### src/common/osdreg_pkg.sv
// Package for the display control register block: offsets, field
// positions, reset values and timing counts.
// Assumes a single 20 MHz clock and an 8-bit register port.
`default_nettype none
package osdreg_pkg;
  // ---------------------------------------------------------------
  // Register offsets
  // ---------------------------------------------------------------
  localparam logic [15:0] ADDR_VPOS = 16'h87f1;
  localparam logic [15:0] ADDR_STATUS = 16'h87f8;
  localparam logic [15:0] ADDR_HSD = 16'h87fc;
  localparam logic [15:0] ADDR_VSD = 16'h87fd;
  localparam logic [15:0] ADDR_SCL = 16'h87fe;
  localparam logic [15:0] ADDR_CFG = 16'h87ff;
  localparam logic [15:0] ADDR_B_START = 16'h87e0;
  localparam logic [15:0] ADDR_B_END = 16'h87e1;
  localparam logic [15:0] ADDR_B_POS = 16'h87e2;
  localparam logic [15:0] ADDR_B_VPOS = 16'h87e3;
  localparam logic [15:0] ADDR_VRANGE = 16'h87e4;
  localparam logic [15:0] ADDR_IRQ_STAT = 16'h87e5;
  localparam logic [15:0] ADDR_IRQ_CLR = 16'h87e6;
  localparam logic [15:0] ADDR_IRQ_EN = 16'h87e7;
  // ---------------------------------------------------------------
  // Reset values and field positions
  // ---------------------------------------------------------------
  localparam logic [7:0] REG_RESET = 8'h00;
  localparam int ST_BUSY = 7;
  localparam int ST_FIELD = 6;
  localparam int ST_SCROLL_AREA_ON = 5;
  localparam int ST_FLR = 4;
  localparam int CFG_CC = 7;
  localparam int CFG_TXTV = 3;
  localparam int CFG_DRATE = 1;
  localparam int CFG_TWO = 0;
  localparam int VR_SECOND_PAGE_SMOOTHING = 5;
  localparam int VR_FIRST_PAGE_SMOOTHING = 4;
  localparam logic [7:0] STATUS_WR_MASK = 8'h3f;
  localparam logic [7:0] SEVEN_BIT_MASK = 8'h7f;
  localparam logic [7:0] SIX_BIT_MASK = 8'h3f;
  localparam logic [7:0] FOUR_BIT_MASK = 8'h0f;
  localparam logic [7:0] VRANGE_MASK = 8'h3f;
  localparam int IRQ_W = 3;
  localparam int IRQ_FIELD = 0;
  localparam int IRQ_VSHOW = 1;
  localparam int IRQ_IDLE = 2;
  // ---------------------------------------------------------------
  // Alignment codes for the video switch
  // ---------------------------------------------------------------
  localparam logic [2:0] ALIGN_OFF = 3'h0;
  localparam logic [2:0] ALIGN_LEAD = 3'h1;
  localparam logic [2:0] ALIGN_SYNC = 3'h2;
  localparam logic [2:0] ALIGN_LAG = 3'h4;
  // ---------------------------------------------------------------
  // Timing
  // ---------------------------------------------------------------
  localparam int CLK_HZ = 20_000_000;
  localparam int XTAL_HZ = 12_000_000;
  localparam int VSD_UNIT_XTAL = 8;
  // Least time, so round up
  localparam int VSD_UNIT_CYCLES =
    (VSD_UNIT_XTAL * CLK_HZ + XTAL_HZ - 1) / XTAL_HZ;
  localparam logic [1:0] PIX_DIV_LAST = 2'h1;
  localparam logic [10:0] CHAR_PX = 11'h00c;
  localparam logic [10:0] QUARTER_PX = 11'h003;
  typedef enum logic [1:0] {
    V_IDLE = 2'b00,
    V_DELAY = 2'b01,
    V_LINES = 2'b11,
    V_SHOW = 2'b10
  } osdreg_vstate_t;
endpackage
`default_nettype wire

### src/hdl/osdreg_ctrl.sv
// Display control registers with the sync delay and window timing
// that they steer. Assumes sync inputs arrive from pins, active high,
// and an 8-bit register port with read data one cycle after the strobe.
//
// Function
// - Status bit 7 reads busy while memory access could disturb picture.
// - Status bit 6 reads one during even field, zero during odd.
// - Flash flag is read-write; set means flash regions show background.
// - Scroll enable writable; four-bit first scroll row writable and readable.
// - Horizontal timing delayed after hsync by 7-bit count of characters.
// - Vertical timing delayed after vsync by 7-bit count of 8 xtal cycles.
// - Configuration bit selects closed-caption mode, else normal text.
// - 3-bit field aligns video switch: off, lead, coincident, lag.
// - Configuration bit picks horizontal or vertical timing for busy.
// - Configuration bit selects the 100/120 Hz field-rate timing mode.
// - Configuration bit enables dual-page display, else single page.
// - Second page gets quarter-character fine offset and 6-bit start.
// - Second page text area ends at a 6-bit whole-character position.
// - Two independent bits enable smoothing for second and first page.
// - Two 2-bit range fields extend vertical offset for each page.
// - First page 6-bit vertical field sets start lines after vsync.
// - Main area start and end apply to single page or first page.
//
// The implementer's own choice: the address-and-strobe port.
`default_nettype none
module osdreg_ctrl
  import osdreg_pkg::*;
(
  // Clock and reset
  input wire logic clk,
  input wire logic rstn,
  // Register port
  input wire logic [15:0] reg_addr,
  input wire logic [7:0] reg_wdata,
  input wire logic reg_wr,
  input wire logic reg_rd,
  output logic [7:0] reg_rdata,
  // Sync pins
  input wire logic hsync_in,
  input wire logic vsync_in,
  // Main area limits from the rest of the register map
  input wire logic [1:0] main_fine_h_offset,
  input wire logic [5:0] main_area_start_col,
  input wire logic [5:0] main_area_end_col,
  // Settings to the display engine
  output logic flash_background_only,
  output logic scroll_area_on,
  output logic [3:0] first_scroll_row,
  output logic [3:0] scroll_top_row,
  output logic caption_mode,
  output logic double_rate_mode,
  output logic two_page_mode,
  output logic [7:0] second_page_pos,
  // Timing to the display engine
  output logic pixel_en,
  output logic page_a_window,
  output logic page_b_window,
  output logic rgb_window,
  output logic video_switch_out,
  output logic smoothing_on,
  output logic busy,
  output logic even_field,
  // Interrupt
  output logic irq
);
  import osdreg_pkg::*;

  // ---------------------------------------------------------------
  // Register storage
  // ---------------------------------------------------------------
  logic [7:0] vpos_ff, status_ff, hsd_ff, vsd_ff, scl_ff, cfg_ff;
  logic [7:0] bstart_ff, bend_ff, bpos_ff, bvpos_ff, vrange_ff;
  logic [IRQ_W-1:0] irq_stat_ff, irq_en_ff;
  logic [7:0] rdata_ff;

  // ---------------------------------------------------------------
  // Address decode
  // ---------------------------------------------------------------
  wire logic wr_vpos = reg_wr && reg_addr == ADDR_VPOS;
  wire logic wr_status = reg_wr && reg_addr == ADDR_STATUS;
  wire logic wr_hsd = reg_wr && reg_addr == ADDR_HSD;
  wire logic wr_vsd = reg_wr && reg_addr == ADDR_VSD;
  wire logic wr_scl = reg_wr && reg_addr == ADDR_SCL;
  wire logic wr_cfg = reg_wr && reg_addr == ADDR_CFG;
  wire logic wr_bstart = reg_wr && reg_addr == ADDR_B_START;
  wire logic wr_bend = reg_wr && reg_addr == ADDR_B_END;
  wire logic wr_bpos = reg_wr && reg_addr == ADDR_B_POS;
  wire logic wr_bvpos = reg_wr && reg_addr == ADDR_B_VPOS;
  wire logic wr_vrange = reg_wr && reg_addr == ADDR_VRANGE;
  wire logic wr_iclr = reg_wr && reg_addr == ADDR_IRQ_CLR;
  wire logic wr_ien = reg_wr && reg_addr == ADDR_IRQ_EN;

  // ---------------------------------------------------------------
  // Sync inputs, two flops each plus an edge-detect flop
  // ---------------------------------------------------------------
  logic [1:0] hs_sync_ff, vs_sync_ff;
  logic hs_prev_ff, vs_prev_ff;
  always_ff @(posedge clk or negedge rstn) begin
    if (!rstn) begin
      hs_sync_ff <= 2'b00;
      vs_sync_ff <= 2'b00;
      hs_prev_ff <= 1'b0;
      vs_prev_ff <= 1'b0;
    end else begin
      hs_sync_ff <= {hs_sync_ff[0], hsync_in};
      vs_sync_ff <= {vs_sync_ff[0], vsync_in};
      hs_prev_ff <= hs_sync_ff[1];
      vs_prev_ff <= vs_sync_ff[1];
    end
  end
  wire logic hs_rise = hs_sync_ff[1] && !hs_prev_ff;
  wire logic vs_rise = vs_sync_ff[1] && !vs_prev_ff;

  // ---------------------------------------------------------------
  // Pixel enable divider
  // ---------------------------------------------------------------
  logic [1:0] pdiv_ff;
  wire logic pix_tick = double_rate_mode || pdiv_ff == PIX_DIV_LAST;
  wire logic [1:0] nxt_pdiv = pix_tick ? 2'h0 : pdiv_ff + 2'h1;
  always_ff @(posedge clk or negedge rstn) begin
    if (!rstn) pdiv_ff <= 2'h0;
    else pdiv_ff <= nxt_pdiv;
  end
  assign pixel_en = pix_tick;

  // ---------------------------------------------------------------
  // Horizontal position
  // ---------------------------------------------------------------
  function automatic logic [10:0] col_px(input logic [10:0] origin,
                                         input logic [5:0] col,
                                         input logic [1:0] quarter);
    col_px = origin + 11'(col) * CHAR_PX + 11'(quarter) * QUARTER_PX;
  endfunction

  logic [10:0] hcnt_ff;
  wire logic hcnt_full = &hcnt_ff;
  wire logic [10:0] nxt_hcnt = hs_rise ? 11'h000 :
    (pix_tick && !hcnt_full) ? hcnt_ff + 11'h001 : hcnt_ff;
  always_ff @(posedge clk or negedge rstn) begin
    if (!rstn) hcnt_ff <= 11'h000;
    else hcnt_ff <= nxt_hcnt;
  end

  wire logic [10:0] h_origin = 11'(hsd_ff[6:0]) * CHAR_PX;
  wire logic [10:0] a_first = col_px(h_origin, main_area_start_col,
                                     main_fine_h_offset);
  wire logic [10:0] a_last = col_px(h_origin, main_area_end_col, 2'h0);
  wire logic [10:0] b_first = col_px(h_origin, bstart_ff[5:0],
                                     bstart_ff[7:6]);
  wire logic [10:0] b_last = col_px(h_origin, bend_ff[5:0], 2'h0);
  wire logic in_a_cols = hcnt_ff >= a_first && hcnt_ff < a_last;
  wire logic in_b_cols = hcnt_ff >= b_first && hcnt_ff < b_last;

  // ---------------------------------------------------------------
  // Vertical sequence
  // ---------------------------------------------------------------
  osdreg_vstate_t vst_ff, nxt_vst;
  logic [10:0] vdly_ff, nxt_vdly;
  logic [8:0] line_ff, nxt_line;
  logic field_ff;
  wire logic [7:0] a_start_line = {vrange_ff[3:2], vpos_ff[5:0]};
  wire logic [7:0] b_start_line = {vrange_ff[1:0], bvpos_ff[5:0]};
  // software keeps both equal; each page uses its own value
  wire logic [7:0] first_line =
    (two_page_mode && b_start_line < a_start_line) ?
    b_start_line : a_start_line;
  wire logic [10:0] vdly_total =
    11'(vsd_ff[6:0]) * 11'(VSD_UNIT_CYCLES);

  always_comb begin
    nxt_vst = vst_ff;
    nxt_vdly = vdly_ff;
    nxt_line = line_ff;
    case (vst_ff)
      V_IDLE: begin
        nxt_vdly = 11'h000;
      end
      V_DELAY: begin
        if (vdly_ff >= vdly_total) begin
          nxt_vst = V_LINES;
          nxt_line = 9'h000;
        end else begin
          nxt_vdly = vdly_ff + 11'h001;
        end
      end
      V_LINES: begin
        if ({1'b0, first_line} <= line_ff) nxt_vst = V_SHOW;
        else if (hs_rise) nxt_line = line_ff + 9'h001;
      end
      V_SHOW: begin
        if (hs_rise && !(&line_ff)) nxt_line = line_ff + 9'h001;
      end
      default: begin
        nxt_vst = V_IDLE;
      end
    endcase
    if (vs_rise) begin
      nxt_vst = V_DELAY;
      nxt_vdly = 11'h000;
      nxt_line = 9'h000;
    end
  end

  always_ff @(posedge clk or negedge rstn) begin
    if (!rstn) begin
      vst_ff <= V_IDLE;
      vdly_ff <= 11'h000;
      line_ff <= 9'h000;
    end else begin
      vst_ff <= nxt_vst;
      vdly_ff <= nxt_vdly;
      line_ff <= nxt_line;
    end
  end

  always_ff @(posedge clk or negedge rstn) begin
    if (!rstn) field_ff <= 1'b0;
    else if (vs_rise) field_ff <= !field_ff;
  end
  assign even_field = field_ff;

  // ---------------------------------------------------------------
  // Page windows
  // ---------------------------------------------------------------
  wire logic v_show = vst_ff == V_SHOW;
  wire logic a_rows = v_show && {1'b0, a_start_line} <= line_ff;
  wire logic b_rows = v_show && {1'b0, b_start_line} <= line_ff;
  wire logic win_a = a_rows && in_a_cols;
  // second page only in dual mode
  wire logic win_b = two_page_mode && b_rows && in_b_cols;
  wire logic win_any = win_a || win_b;

  wire logic busy_now = cfg_ff[CFG_TXTV] ? win_any : v_show;

  // one pixel either side of the window
  logic [2:0] wpipe_ff;
  logic busy_ff, vsw_ff, smooth_ff, wa_ff, wb_ff, rgb_ff;
  always_ff @(posedge clk or negedge rstn) begin
    if (!rstn) wpipe_ff <= 3'b000;
    else if (pix_tick) wpipe_ff <= {wpipe_ff[1:0], win_any};
  end

  wire logic vsw_sel =
    (cfg_ff[6:4] == ALIGN_LEAD) ? wpipe_ff[0] :
    (cfg_ff[6:4] == ALIGN_SYNC) ? wpipe_ff[1] :
    (cfg_ff[6:4] == ALIGN_LAG) ? wpipe_ff[2] : 1'b0;
  wire logic smooth_sel = (win_a && vrange_ff[VR_FIRST_PAGE_SMOOTHING]) ||
    (win_b && !win_a && vrange_ff[VR_SECOND_PAGE_SMOOTHING]);

  always_ff @(posedge clk or negedge rstn) begin
    if (!rstn) begin
      busy_ff <= 1'b0;
      vsw_ff <= 1'b0;
      smooth_ff <= 1'b0;
      wa_ff <= 1'b0;
      wb_ff <= 1'b0;
      rgb_ff <= 1'b0;
    end else begin
      busy_ff <= busy_now;
      vsw_ff <= vsw_sel;
      smooth_ff <= smooth_sel;
      wa_ff <= win_a;
      wb_ff <= win_b;
      rgb_ff <= wpipe_ff[1];
    end
  end
  assign busy = busy_ff;
  assign video_switch_out = vsw_ff;
  // Same register stage as the switch, so code 010 lines up
  assign rgb_window = rgb_ff;
  assign smoothing_on = smooth_ff;
  assign page_a_window = wa_ff;
  assign page_b_window = wb_ff;

  // ---------------------------------------------------------------
  // Interrupt events
  // ---------------------------------------------------------------
  wire logic [IRQ_W-1:0] irq_evt = {busy_ff && !busy_now,
    vst_ff == V_LINES && nxt_vst == V_SHOW, vs_rise};
  // Set beats clear in the same cycle
  wire logic [IRQ_W-1:0] nxt_irq_stat =
    (irq_stat_ff & ~(wr_iclr ? reg_wdata[IRQ_W-1:0] : '0)) | irq_evt;
  always_ff @(posedge clk or negedge rstn) begin
    if (!rstn) begin
      irq_stat_ff <= '0;
      irq_en_ff <= '0;
    end else begin
      irq_stat_ff <= nxt_irq_stat;
      if (wr_ien) irq_en_ff <= reg_wdata[IRQ_W-1:0];
    end
  end
  assign irq = |(irq_stat_ff & irq_en_ff);

  // ---------------------------------------------------------------
  // Register writes
  // ---------------------------------------------------------------
  always_ff @(posedge clk or negedge rstn) begin
    if (!rstn) begin
      vpos_ff <= REG_RESET;
      status_ff <= REG_RESET;
      hsd_ff <= REG_RESET;
      vsd_ff <= REG_RESET;
      scl_ff <= REG_RESET;
      cfg_ff <= REG_RESET;
      bstart_ff <= REG_RESET;
      bend_ff <= REG_RESET;
      bpos_ff <= REG_RESET;
      bvpos_ff <= REG_RESET;
      vrange_ff <= REG_RESET;
    end else begin
      if (wr_vpos) vpos_ff <= reg_wdata;
      if (wr_status) status_ff <= reg_wdata & STATUS_WR_MASK;
      if (wr_hsd) hsd_ff <= reg_wdata & SEVEN_BIT_MASK;
      if (wr_vsd) vsd_ff <= reg_wdata & SEVEN_BIT_MASK;
      if (wr_scl) scl_ff <= reg_wdata & FOUR_BIT_MASK;
      if (wr_cfg) cfg_ff <= reg_wdata;
      if (wr_bstart) bstart_ff <= reg_wdata;
      if (wr_bend) bend_ff <= reg_wdata & SIX_BIT_MASK;
      if (wr_bpos) bpos_ff <= reg_wdata;
      if (wr_bvpos) bvpos_ff <= reg_wdata & SIX_BIT_MASK;
      if (wr_vrange) vrange_ff <= reg_wdata & VRANGE_MASK;
    end
  end

  // ---------------------------------------------------------------
  // Settings out
  // ---------------------------------------------------------------
  assign flash_background_only = status_ff[ST_FLR];
  assign scroll_area_on = status_ff[ST_SCROLL_AREA_ON];
  assign first_scroll_row = status_ff[3:0];
  assign scroll_top_row = scl_ff[3:0];
  assign caption_mode = cfg_ff[CFG_CC];
  assign double_rate_mode = cfg_ff[CFG_DRATE];
  assign two_page_mode = cfg_ff[CFG_TWO];
  assign second_page_pos = bpos_ff;

  // ---------------------------------------------------------------
  // Register reads, data one cycle after the strobe
  // ---------------------------------------------------------------
  // busy and field share the status byte
  wire logic [7:0] status_rd = {busy_ff, field_ff, status_ff[5:0]};
  wire logic [7:0] rd_mux =
    (reg_addr == ADDR_VPOS) ? vpos_ff :
    (reg_addr == ADDR_STATUS) ? status_rd :
    (reg_addr == ADDR_HSD) ? hsd_ff :
    (reg_addr == ADDR_VSD) ? vsd_ff :
    (reg_addr == ADDR_SCL) ? scl_ff :
    (reg_addr == ADDR_CFG) ? cfg_ff :
    (reg_addr == ADDR_B_START) ? bstart_ff :
    (reg_addr == ADDR_B_END) ? bend_ff :
    (reg_addr == ADDR_B_POS) ? bpos_ff :
    (reg_addr == ADDR_B_VPOS) ? bvpos_ff :
    (reg_addr == ADDR_VRANGE) ? vrange_ff :
    (reg_addr == ADDR_IRQ_STAT) ? 8'(irq_stat_ff) :
    (reg_addr == ADDR_IRQ_EN) ? 8'(irq_en_ff) : 8'h00;
  // Holding zero outside a read keeps the bus quiet
  always_ff @(posedge clk or negedge rstn) begin
    if (!rstn) rdata_ff <= 8'h00;
    else rdata_ff <= reg_rd ? rd_mux : 8'h00;
  end
  assign reg_rdata = rdata_ff;
endmodule
`default_nettype wire

### config.mk
export PLATFORM = sky130hd
export DESIGN_NAME = osdreg_ctrl
export DESIGN_NICKNAME = d
export VERILOG_FILES = /design/src/common/osdreg_pkg.sv /design/src/hdl/osdreg_ctrl.sv
export SDC_FILE = /design/constraint.sdc
export NUM_CORES = 1
export LEC_CHECK = 0
export BUFFER_PORTS_ARGS = -buffer_cell sky130_fd_sc_hd__buf_2
export CAP_MARGIN = 20
export CORE_ASPECT_RATIO = 1.1
export CORE_MARGIN = 4
export CORE_UTILIZATION = 56
export DETAILED_ROUTE_END_ITERATION = 10
export PLACE_DENSITY = 0.78
export SLEW_MARGIN = 25
export SYNTH_ARGS = -nofsm -noshare
export SYNTH_HDL_FRONTEND = slang
export SYNTH_SLANG_ARGS = --single-unit
### constraint.sdc
create_clock -name clk -period 4.6 [get_ports clk]
set_input_delay 0.92 -clock clk [delete_from_list [all_inputs] [get_ports clk]]
set_output_delay 0.92 -clock clk [all_outputs]
set_load 0.02 [all_outputs]
==> reports/summary.txt, run 1 <==
Hold Crit Depth: 0
Worst Hold Class: reg2reg
DIE WIDTH: 145 microns
Vias in the first global route: 9969
Final Util: 0.672
CTS tree: built
Register area share after synthesis: 0.302
Die area: 22900 sq um
Port Buffers: 81
# DRC: 0
CP Depth: 19
Cell Pwr Density: 236 nW/um^2
Cell mode on critical path: a21oi_2
Data required, critical path: 4950 ps
Min cycle time layout: 4480 ps
DRT Pass-1 Iters: 5
Post-route insts no fill: 1564
Max_slew headroom: 0.525
Routed via count: 9814
Number of buffers created by CTS: 17
Fillers: 1534
Family with the most delay on the worst path: adder cells
Max-cap violations: 0
Hold Fails Final Rpt: 0
CTS H-Tree Depth: 4
CTS Sinks: 139
Distinct cells, synth: 84
Lkg Pwr: 6.72 nW
Crit Path Class: reg2reg
Worst Path Max Fanout: 3
Post-DR vias/cell: 6.27
Fraction of registers with async set/reset: 1.00
Worst Setup Slack post-DPL: -312 ps
I/O Pins: 82
Switching fraction of total power: 0.262
Final antenna-violating net count: 0
Hpwl dp: 24000 microns
Multi-input combinational cell area: 7840 sq um
Drt first-iter violations: 725
DRT Wirelength: 31500 microns
Comb power frac: 0.133
Largest net degree at the start of global routing: 60
Worst skew pair latency: 430 ps
Yosys reg bits: 139
Share of layout cells above drive strength 1: 0.245
Clock buffer depth: 2
Reg2Reg Depth: 19
Worst R2R Setup Slack: 120 ps
Slew Viols, Final: 0
Kind of end point of the critical path: flip-flop
Switching pwr: 0.831 mW
Antenna diodes: 0
Final Power: 3.18 mW
Internal: 2.35 mW
First-pass GRT wire length: 50200 microns
CTS clk-pin slew, worst paths: 60 ps
Reg power frac: 0.405
Max stage delay on crit path: 650 ps
Initial antenna violation count: 0
DR WL/cell: 20.2 microns
Post-synthesis mux area share: 0.0985
Post-Synthesis Cells: 1167
Worst Hold End: hs_sync_ff[1]$_DFF_PN0_
Period utilization: 0.974
Layout area overhead: 16.8%
Post-synth top flop: dfrtp_1
CTS root buf: clkbuf_16
Grt ovf: 0
Worst setup SP type: flip-flop
Worst path bufs/invs: 3
Rows: 54
Xor/xnor cell area share of the yosys netlist: 0.0525
Sequential standard cell area: 3480 sq um
Critical R2R Launch: hsd_ff[0]$_DFFE_PN0P_
Reg2reg end: busy$_DFF_PN0_
Clock skew: 8.73 ps
Measured slew at the worst slew-check pin: 704 ps
Hold path startpoint: hs_sync_ff[0]$_DFF_PN0_
Total GRT Usage: 0.280
Worst hold slack: 346 ps
VDD IR max: 0.240 mV
Mapped Area: 11500 sq um
Largest family of logic cells by synthesized area: adder cells
Post-synthesis compound-gate area fraction: 0.155
Fin nets: 1530
Clk pwr share: 0.462
Syn_nets: 1397
Synth Area in Adders: 0.221
EDFF count, synth: 0
Unrepaired setup endpoints after global routing: yes
Die Ht: 158 microns
Outcome: completed
Final setup margin: 122 ps
Worst Path Arrival: 4830 ps
Hold-fix buffers, CTS: 0
Syn_area_per_cell: 9.86 sq um
Crit path cell chain: ha_2, fa_2, buf_6, ha_4, a21oi_2, a21oi_2, o41a_1, maj3_2, a21oi_2, xor2_1, ha_1, nand2_1, a2bb2oi_2, o2111ai_2, nor4b_2, buf_4, nand2_2, buf_6, a31oi_4
Core Footprint: 20000 sq um
Setup violators final: 0
Placed Instances: 1527
Slowest CP cell: fa_2
Simple-Gate Fraction of Synth Area: 0.134
Initial Util: 0.575
Synth Warn #: 0
Maximum clock frequency: 223 MHz
GPL Wtd Cong: 0.979
## final cells by class
cell class | count | area share
well taps | 252 | 0.0235
inverters | 82 | 0.0231
clock buffers | 18 | 0.0327
clock inverters | 13 | 0.0142
multi-input cells | 920 | 0.583
repair buffers | 140 | 0.0644
flip-flops and latches | 139 | 0.259
## synthesized netlist by cell type (all sizes together), types with 13 or more instances
cell    count  share of area
nand2      60          0.020
ha        166           0.18
xnor2      33          0.027
nand4      25          0.014
clkbuf     14         0.0047
nor3       17          0.010
mux2       88          0.086
a21oi      62          0.027
a21o       26          0.017
dfrtp     139           0.30
xor2       33          0.025
inv        81          0.026
o21ai      50          0.022
nand3      34          0.015
nor2b      14         0.0083
a31oi      13         0.0071
fa         20          0.035
nor2       82          0.028
## how the worst max path moves through the flow
stage,start,end
CTS,hsd_ff[1]$_DFFE_PN0P_,smoothing_on$_DFF_PN0_
global placement,main_area_end_col[0],smoothing_on$_DFF_PN0_
global route,hsd_ff[0]$_DFFE_PN0P_,wpipe_ff[0]$_DFFE_PN0N_
detailed placement,main_area_start_col[0],smoothing_on$_DFF_PN0_
finish,hsd_ff[0]$_DFFE_PN0P_,busy$_DFF_PN0_
floorplan,main_area_start_col[0],smoothing_on$_DFF_PN0_
## metrics by stage
| step | TNS [ps] | cell area (sq um) |
|---|---|---|
| after detailed placement | -1230 | 12600 |
| after global routing | -144 | 13400 |
| after CTS | 0 | 13200 |
| after global placement | -683 | 12600 |
| final | 0 | 13400 |
| after floorplan | 0 | 11500 |
## power by group through the flow
stage	logic (mW)	registers (mW)	clock network, mW
finish	0.423	1.29	1.47
global route	0.474	1.29	1.54
CTS	0.410	1.28	1.48
detailed placement	0.407	1.31	0
global placement	0.391	1.30	0
floorplan	0.251	1.30	0
## per-layer routing
| metal | global-route usage | share of wire |
|---|---|---|
| met2 | 0.481 | 0.50 |
| met4 | 0.128 | 0.039 |
| met5 | 0 | 0 |
| met1 | 0.346 | 0.41 |
| met3 | 0.0442 | 0.059 |
## repair_timing
| action | in CTS | in global routing |
|---|---|---|
| setup endpoints to repair | 3 | 6 |
| setup buffers | 0 | 6 |
| pin swaps | 0 | 30 |
| resized for setup | 4 | 34 |
## kinds of logic after synthesis
family / Yosys count
AND/OR/NAND/NOR: 297
AO/OA/AOI/OAI: 264
adder cells (fa/ha/maj): 192
flip-flops: 139
buffers and inverters: 108
multiplexers: 101
XOR/XNOR: 66
## registers in the layout (all words and copies together), names as in the netlist, 3 cells and up
signal           flops
hsd_ff               7
vsd_ff               7
wpipe_ff             3
bstart_ff            8
vdly_ff             11
irq_stat_ff          3
scl_ff               4
status_ff            6
irq_en_ff            3
hcnt_ff             11
reg_rdata            8
bvpos_ff             6
cfg_ff               8
second_page_pos      8
vpos_ff              8
bend_ff              6
line_ff              9
vrange_ff            6
## cell usage in the layout (no fill, tap or decap), types with 7 or more instances in the layout
| cell | instances |
|---|---|
| a211oi_1 | 9 |
| a21o_1 | 24 |
| a21oi_1 | 53 |
| a21oi_2 | 8 |
| a31oi_1 | 12 |
| and3_1 | 11 |
| buf_2 | 80 |
| buf_4 | 56 |
| clkbuf_16 | 17 |
| dfrtp_1 | 139 |
| fa_1 | 19 |
| ha_1 | 159 |
| inv_1 | 79 |
| mux2_2 | 87 |
| mux2i_1 | 12 |
| nand2_1 | 59 |
| nand2b_1 | 10 |
| nand3_1 | 33 |
| nand4_1 | 24 |
| nor2_1 | 75 |
| nor2_2 | 7 |
| nor2b_1 | 13 |
| nor3_1 | 13 |
| nor3b_1 | 7 |
| o2111ai_1 | 8 |
| o211ai_1 | 11 |
| o21a_1 | 12 |
| o21ai_0 | 46 |
| o21bai_1 | 9 |
| o22ai_1 | 8 |
| or3_1 | 11 |
| xnor2_1 | 29 |
| xor2_1 | 33 |
No activity file was read; power rests on OpenSTA's default activity.
==> run 2: changes to the inputs <==
Settings changed: BUFFER_PORTS_ARGS -buffer_cell sky130_fd_sc_hd__buf_2 to default, CORE_UTILIZATION 56 to 59, DONT_BUFFER_PORTS from default to 1.
==> run 2 against run 1 <==
  * Via count is 4.2% lower
  * Total power is 6.5% lower
  * Combinational power is 26% lower
  * Non-clock buffer count is 84 lower
  * Clock power is 7% lower
  * Core utilization is 0.15 points lower
  * First-iteration DRC count is 13% lower
  * Critical path depth is 3 higher
  * Maximum frequency is 0.18% lower
  * Final area is 4.4% lower
  * Die area is 4.8% lower
  * Setup slack worse by 8.0 ps
  * Critical endpoint unchanged
  * Largest power group unchanged
==> reports/summary.txt, run 2 (synthesized netlist as in run 1, its figures left out) <==
Clock buffer depth: 2
Die Ht: 154 microns
Worst Path Max Fanout: 4
Busiest metal layer after global routing: met2
Period utilization: 0.975
Initial Util: 0.600
Placed Instances: 1439
Cell Pwr Density: 231 nW/um^2
Routed via count: 9404
Crit path cell chain: buf_4, ha_1, a211oi_2, nor2_1, nor2_1, buf_4, ha_2, nor3_2, nor2_1, o41a_1, maj3_2, a21oi_2, xor2_1, ha_1, nand2_1, a2bb2oi_2, o2111ai_2, nor4b_2, buf_4, nand2_1, buf_4, a31oi_1
GPL Wtd Cong: 0.950
I/O Pins: 82
DR WL/cell: 20.3 microns
Leading cell type in the layout, fill and taps excluded: ha_1
Worst skew pair latency: 430 ps
DRT Wirelength: 30000 microns
Layout area overhead: 11.6%
Rows: 53
Met1 usage: 0.348
Vias in the first global route: 9474
Worst Hold Class: in2async
Biggest regs: hcnt_ff x11, vdly_ff x11, line_ff x9
Lkg Pwr: 6.29 nW
Port Buffers: 0
Share of layout cells above drive strength 1: 0.185
Max_slew headroom: 0.536
Crit Path Class: reg2reg
Number of buffers created by CTS: 17
Hold Fails Final Rpt: 0
Die area: 21800 sq um
Setup violators final: 0
First-pass GRT wire length: 48500 microns
CTS H-Tree Depth: 4
Final antenna-violating net count: 0
VDD IR max: 0.356 mV
Commonest non-fill, non-tap cells in the layout: 163 x ha_1, 139 x dfrtp_1, 87 x mux2_2
Min cycle time layout: 4490 ps
Max stage delay on crit path: 380 ps
Total GRT Usage: 0.279
Measured slew at the worst slew-check pin: 689 ps
Cell mode on critical path: buf_4
Core Footprint: 19200 sq um
Maximum clock frequency: 223 MHz
Family with the most delay on the worst path: adder cells
Final Util: 0.670
DIE WIDTH: 141 microns
Slowest CP cell: dfrtp_1
CTS Sinks: 139
Data required, critical path: 4940 ps
Unrepaired setup endpoints after global routing: yes
Initial antenna violation count: 0
Max-cap violations: 0
CTS tree: built
# DRC: 0
Post-route insts no fill: 1477
Worst Path Arrival: 4820 ps
Grt met2 use: 0.473
DRT Pass-1 Iters: 7
CTS root buf: clkbuf_16
Grt ovf: 0
Drt first-iter violations: 632
Fin nets: 1446
Kind of end point of the critical path: flip-flop
Slew Viols, Final: 0
Outcome: completed
Post-DR vias/cell: 6.37
Largest net degree at the start of global routing: 140
Clock skew: 10.6 ps
Worst path bufs/invs: 4
Worst setup SP type: flip-flop
Met3 Use GR: 0.0640
CTS clk-pin slew, worst paths: 60 ps
Hpwl dp: 23100 microns
## run 2: cell count changes in the layout (fill, tap and decap cells not counted), moves of 2 or more
| cell | delta |
|---|---|
| buf_2 | -80 |
| a21oi_2 | -6 |
| a21oi_1 | +6 |
| buf_6 | -3 |
| ha_1 | +4 |
| bufinv_16 | -2 |
| ha_4 | -4 |
## run 2: worst reg2reg max path, delay by kind of cell, from the launching register on
kind	cells	cell delay (ps)
adder cells (fa/ha/maj)	4	1240
XOR/XNOR	1	170
AO/OA/AOI/OAI	6	1050
buffers and inverters	4	670
flip-flops	1	380
AND/OR/NAND/NOR	7	920
## run 2: what timing repair did
action / 4_1_cts / 5_1_grt
pin swaps: 0 / 14
resized for setup: 1 / 17
hold buffers: 0 / 0
buffers inserted: 0 / 5
cloned: 0 / 0
endpoints found under the setup margin: 2 / 6
## run 2: per-stage QoR
step                power, mW  cell area [sq um]  hold slack [ps]  setup WS (ps)  TNS [ps]
floorplan                1.55              11500              331           11.7         0
global placement         1.60              12100              333          -71.0      -136
detailed placement       1.62              12100              340           -169      -562
CTS                      2.99              12700              172           27.9         0
global route             3.09              12800              167          -82.2      -263
finish                   2.97              12800              184            114         0
## run 2: power breakdown
part           switching, mW  leakage [nW]  internal [mW]  total [mW]
logic                  0.165          4.14          0.146       0.311
registers             0.0409          1.87           1.25        1.29
clock network          0.547         0.286          0.823        1.37
## run 2: per-layer routing
| metal | share of wire | vias to the layer above |
|---|---|---|
| met1 | 0.40 | 4580 |
| met4 | 0.032 | 0 |
| met2 | 0.50 | 341 |
| li1 | - | 4404 |
| met5 | 0 | - |
| met3 | 0.072 | 79 |
## run 2: path summary, 6_finish.rpt
check / from / end / slack, ps / depth (start not counted)
worst max-delay path: hsd_ff[1]$_DFFE_PN0P_ / busy$_DFF_PN0_ / 110 / 22
worst min-delay path: rstn / status_ff[3]$_DFFE_PN0P_ / 180 / 0
worst max register to register: hsd_ff[1]$_DFFE_PN0P_ / busy$_DFF_PN0_ / 110 / 22
worst min register to register: hs_sync_ff[0]$_DFF_PN0_ / hs_sync_ff[1]$_DFF_PN0_ / 350 / 0
max in group asynchronous: rstn / hcnt_ff[7]$_DFFE_PN0P_ / 4220 / 0
min in group clk: hs_sync_ff[0]$_DFF_PN0_ / hs_sync_ff[1]$_DFF_PN0_ / 350 / 0
## run 2: final cells by class
type	instances	area, sq um
inverters	82	308
fillers	1482	6320
clock inverters	14	160
clock buffers	18	439
diodes	1	2.50
repair buffers	56	424
flip-flops and latches	139	3480
well taps	247	309
multi-input cells	920	7730
==> run 3: changes to the inputs <==
Settings changed: ABC_AREA from default to 1, SKIP_CTS_REPAIR_TIMING from default to 1, SKIP_LAST_GASP from default to 1.
==> run 3 against run 2 <==
  * Global-route usage fell by 0.78 points
  * Hold slack got worse by 2.9 ps
  * Synthesized area fell by 2.3%
  * Clock skew decreased by 1.0 ps
  * Core utilization fell by 0.96 points
  * Via count grew 4.1%
  * Highest routed layer unchanged
==> reports/summary.txt, run 3 <==
Max stage delay on crit path: 430 ps
Worst hold slack: 181 ps
Cell Pwr Density: 272 nW/um^2
Post-DR vias/cell: 5.75
Slowest CP cell: fa_2
CTS clk-pin slew, worst paths: 60 ps
Switching pwr: 1.08 mW
Port Buffers: 0
Rows: 52
Placed Instances: 1669
GPL Wtd Cong: 0.941
Worst setup SP type: flip-flop
Routed via count: 9794
Lkg Pwr: 6.21 nW
Number of buffers created by CTS: 17
Slew Viols, Final: 0
Clock skew: 9.62 ps
Max_slew headroom: 0.511
Biggest regs: hcnt_ff x11, vdly_ff x11, line_ff x9
EDFF count, synth: 0
DRT Wirelength: 28900 microns
Fin nets: 1677
Kind of end point of the critical path: flip-flop
Min cycle time layout: 4380 ps
Post-route insts no fill: 1703
Share of layout cells above drive strength 1: 0.0849
Worst R2R Setup Slack: 220 ps
Worst skew pair latency: 430 ps
Post-synth top flop: dfrtp_1
Die Ht: 153 microns
Fraction of registers with async set/reset: 1.00
Measured slew at the worst slew-check pin: 733 ps
Reg power frac: 0.405
Worst Path Arrival: 4700 ps
Comb power frac: 0.188
Top cell type's share of synthesized area: 0.309
Hold Fails Final Rpt: 0
Syn_nets: 1660
Worst Path Max Fanout: 4
Vias in the first global route: 9464
Reg2reg end: irq_stat_ff[2]$_DFF_PN0_
# DRC: 0
Total GRT Usage: 0.271
Core Footprint: 18500 sq um
Post-Synthesis Cells: 1430
Top post-synthesis cells by area: dfrtp_1 31%, ha_1 18%, nand2_1 10%, inv_1 5.4%, a21oi_1 5.2%
CTS tree: built
Commonest non-fill, non-tap cells in the layout: 302 x nand2_1, 162 x ha_1, 161 x inv_1
Initial Util: 0.606
Reg2Reg Depth: 24
Antenna diodes: 0
Worst Hold Class: in2async
DR WL/cell: 17.0 microns
VDD IR max: 0.313 mV
Register area share after synthesis: 0.309
Initial antenna violation count: 0
Layout area overhead: 8.97%
CTS H-Tree Depth: 4
Distinct cells, synth: 57
Internal: 2.26 mW
Cell mode on critical path: nand2_1
Post-synth top cells: 302 x nand2_1, 166 x ha_1, 163 x inv_1
Max-cap violations: 0
Largest net degree at the start of global routing: 140
Mapped Area: 11200 sq um
Data required, critical path: 4920 ps
Count leader, synth: nand2_1
DIE WIDTH: 140 microns
Hpwl dp: 21900 microns
Outcome: completed
Synth Warn #: 0
Grt ovf: 0
Synth area leader: dfrtp_1
Yosys reg bits: 139
Syn_area_per_cell: 7.86 sq um
Critical R2R Launch: hsd_ff[1]$_DFFE_PN0P_
Period utilization: 0.953
Crit path cell chain: ha_2, fa_2, a21oi_2, o21ai_1, xnor2_1, inv_2, ha_1, ha_1, inv_1, o21bai_1, nand2_1, nand2_1, a21oi_1, xor2_1, ha_1, nand2_1, nor2_2, nand3_1, nand4_1, nand4_1, o21ai_2, nand2_1, nand3_1, nand2_1
Drt first-iter violations: 595
Clock buffer depth: 2
Crit Path Class: reg2reg
Clk pwr share: 0.407
CTS Sinks: 139
Setup violators final: 0
Final antenna-violating net count: 0
Switching fraction of total power: 0.323
I/O Pins: 82
Maximum clock frequency: 228 MHz
Leading cell type in the layout, fill and taps excluded: nand2_1
CTS root buf: clkbuf_16
Die area: 21300 sq um
First-pass GRT wire length: 46700 microns
DRT Pass-1 Iters: 7
-- run 3: cell types whose count changed after synthesis, sizes merged, moves of 14 or more --
cell / delta
a21o: -23
a21oi: +58
inv: +112
mux2: -88
nand2: +249
nand3: +22
nor2b: -14
o21ai: +98
-- run 3: routing by layer --
metal	track usage	routed length, microns	up-vias
li1	-	-	4832
met1	0.345	12100	4550
met2	0.463	14000	341
met3	0.0414	1700	71
met4	0.109	1090	0
met5	0	0	-
-- run 3: cells by family after synthesis --
family / count (synthesis) / share of synthesized area
buffers and inverters: 217 / 0.0734
AND/OR/NAND/NOR: 515 / 0.197
AO/OA/AOI/OAI: 318 / 0.155
XOR/XNOR: 55 / 0.0452
flip-flops: 139 / 0.309
adder cells (fa/ha/maj): 186 / 0.220
-- run 3: worst max-delay path: cells and delay by family (launching register included) --
family                     cells  cell delay, ps
AOI/OAI and AO/OA              5             720
xor gates and xnor gates       2             360
adders and majority gates      5            1580
buffers and inverters          2             160
DFF                            1             390
and+or+nand+nor               10            1040
-- run 3: worst max-delay path by stage --
stage	from	end	slack (ps)
2_1_floorplan	main_area_start_col[2]	irq_stat_ff[2]$_DFF_PN0_	250
6_report	hsd_ff[1]$_DFFE_PN0P_	irq_stat_ff[2]$_DFF_PN0_	220
3_3_place_gp	main_area_start_col[2]	irq_stat_ff[2]$_DFF_PN0_	-20
4_1_cts	hsd_ff[1]$_DFFE_PN0P_	wpipe_ff[0]$_DFFE_PN0N_	30
5_1_grt	hsd_ff[1]$_DFFE_PN0P_	irq_stat_ff[2]$_DFF_PN0_	-60
3_5_place_dp	main_area_start_col[2]	irq_stat_ff[2]$_DFF_PN0_	-160
-- run 3: power groups by stage --
stage               combinational [mW]  sequential (mW)  clock [mW]
detailed placement               0.606             1.37           0
global placement                 0.585             1.37           0
floorplan                        0.474             1.34           0
CTS                              0.617             1.35        1.37
global route                     0.709             1.36        1.43
finish                           0.627             1.35        1.36
-- run 3: area by class of cell --
class                      instances  area (sq um)
sequential                       139          3480
multi-input combinational       1074          7020
clock buffer                      17           425
inverter                         197           742
fill                            1581          6290
tap                              243           304
clock inverter                    15           151
timing repair buffer              18           135
-- run 3: metrics by stage --
step           worst slack [ps]  power [mW]  cell area [sq um]  setup TNS [ps]  utilization
2_1_floorplan               248        1.81              11200               0            -
3_3_place_gp              -23.4        1.95              11600           -33.8        0.625
3_5_place_dp               -159        1.98              11600            -408        0.625
4_1_cts                    34.8        3.33              12200               0        0.656
5_1_grt                   -56.3        3.50              12300            -111        0.661
6_report                    215        3.34              12300               0        0.661
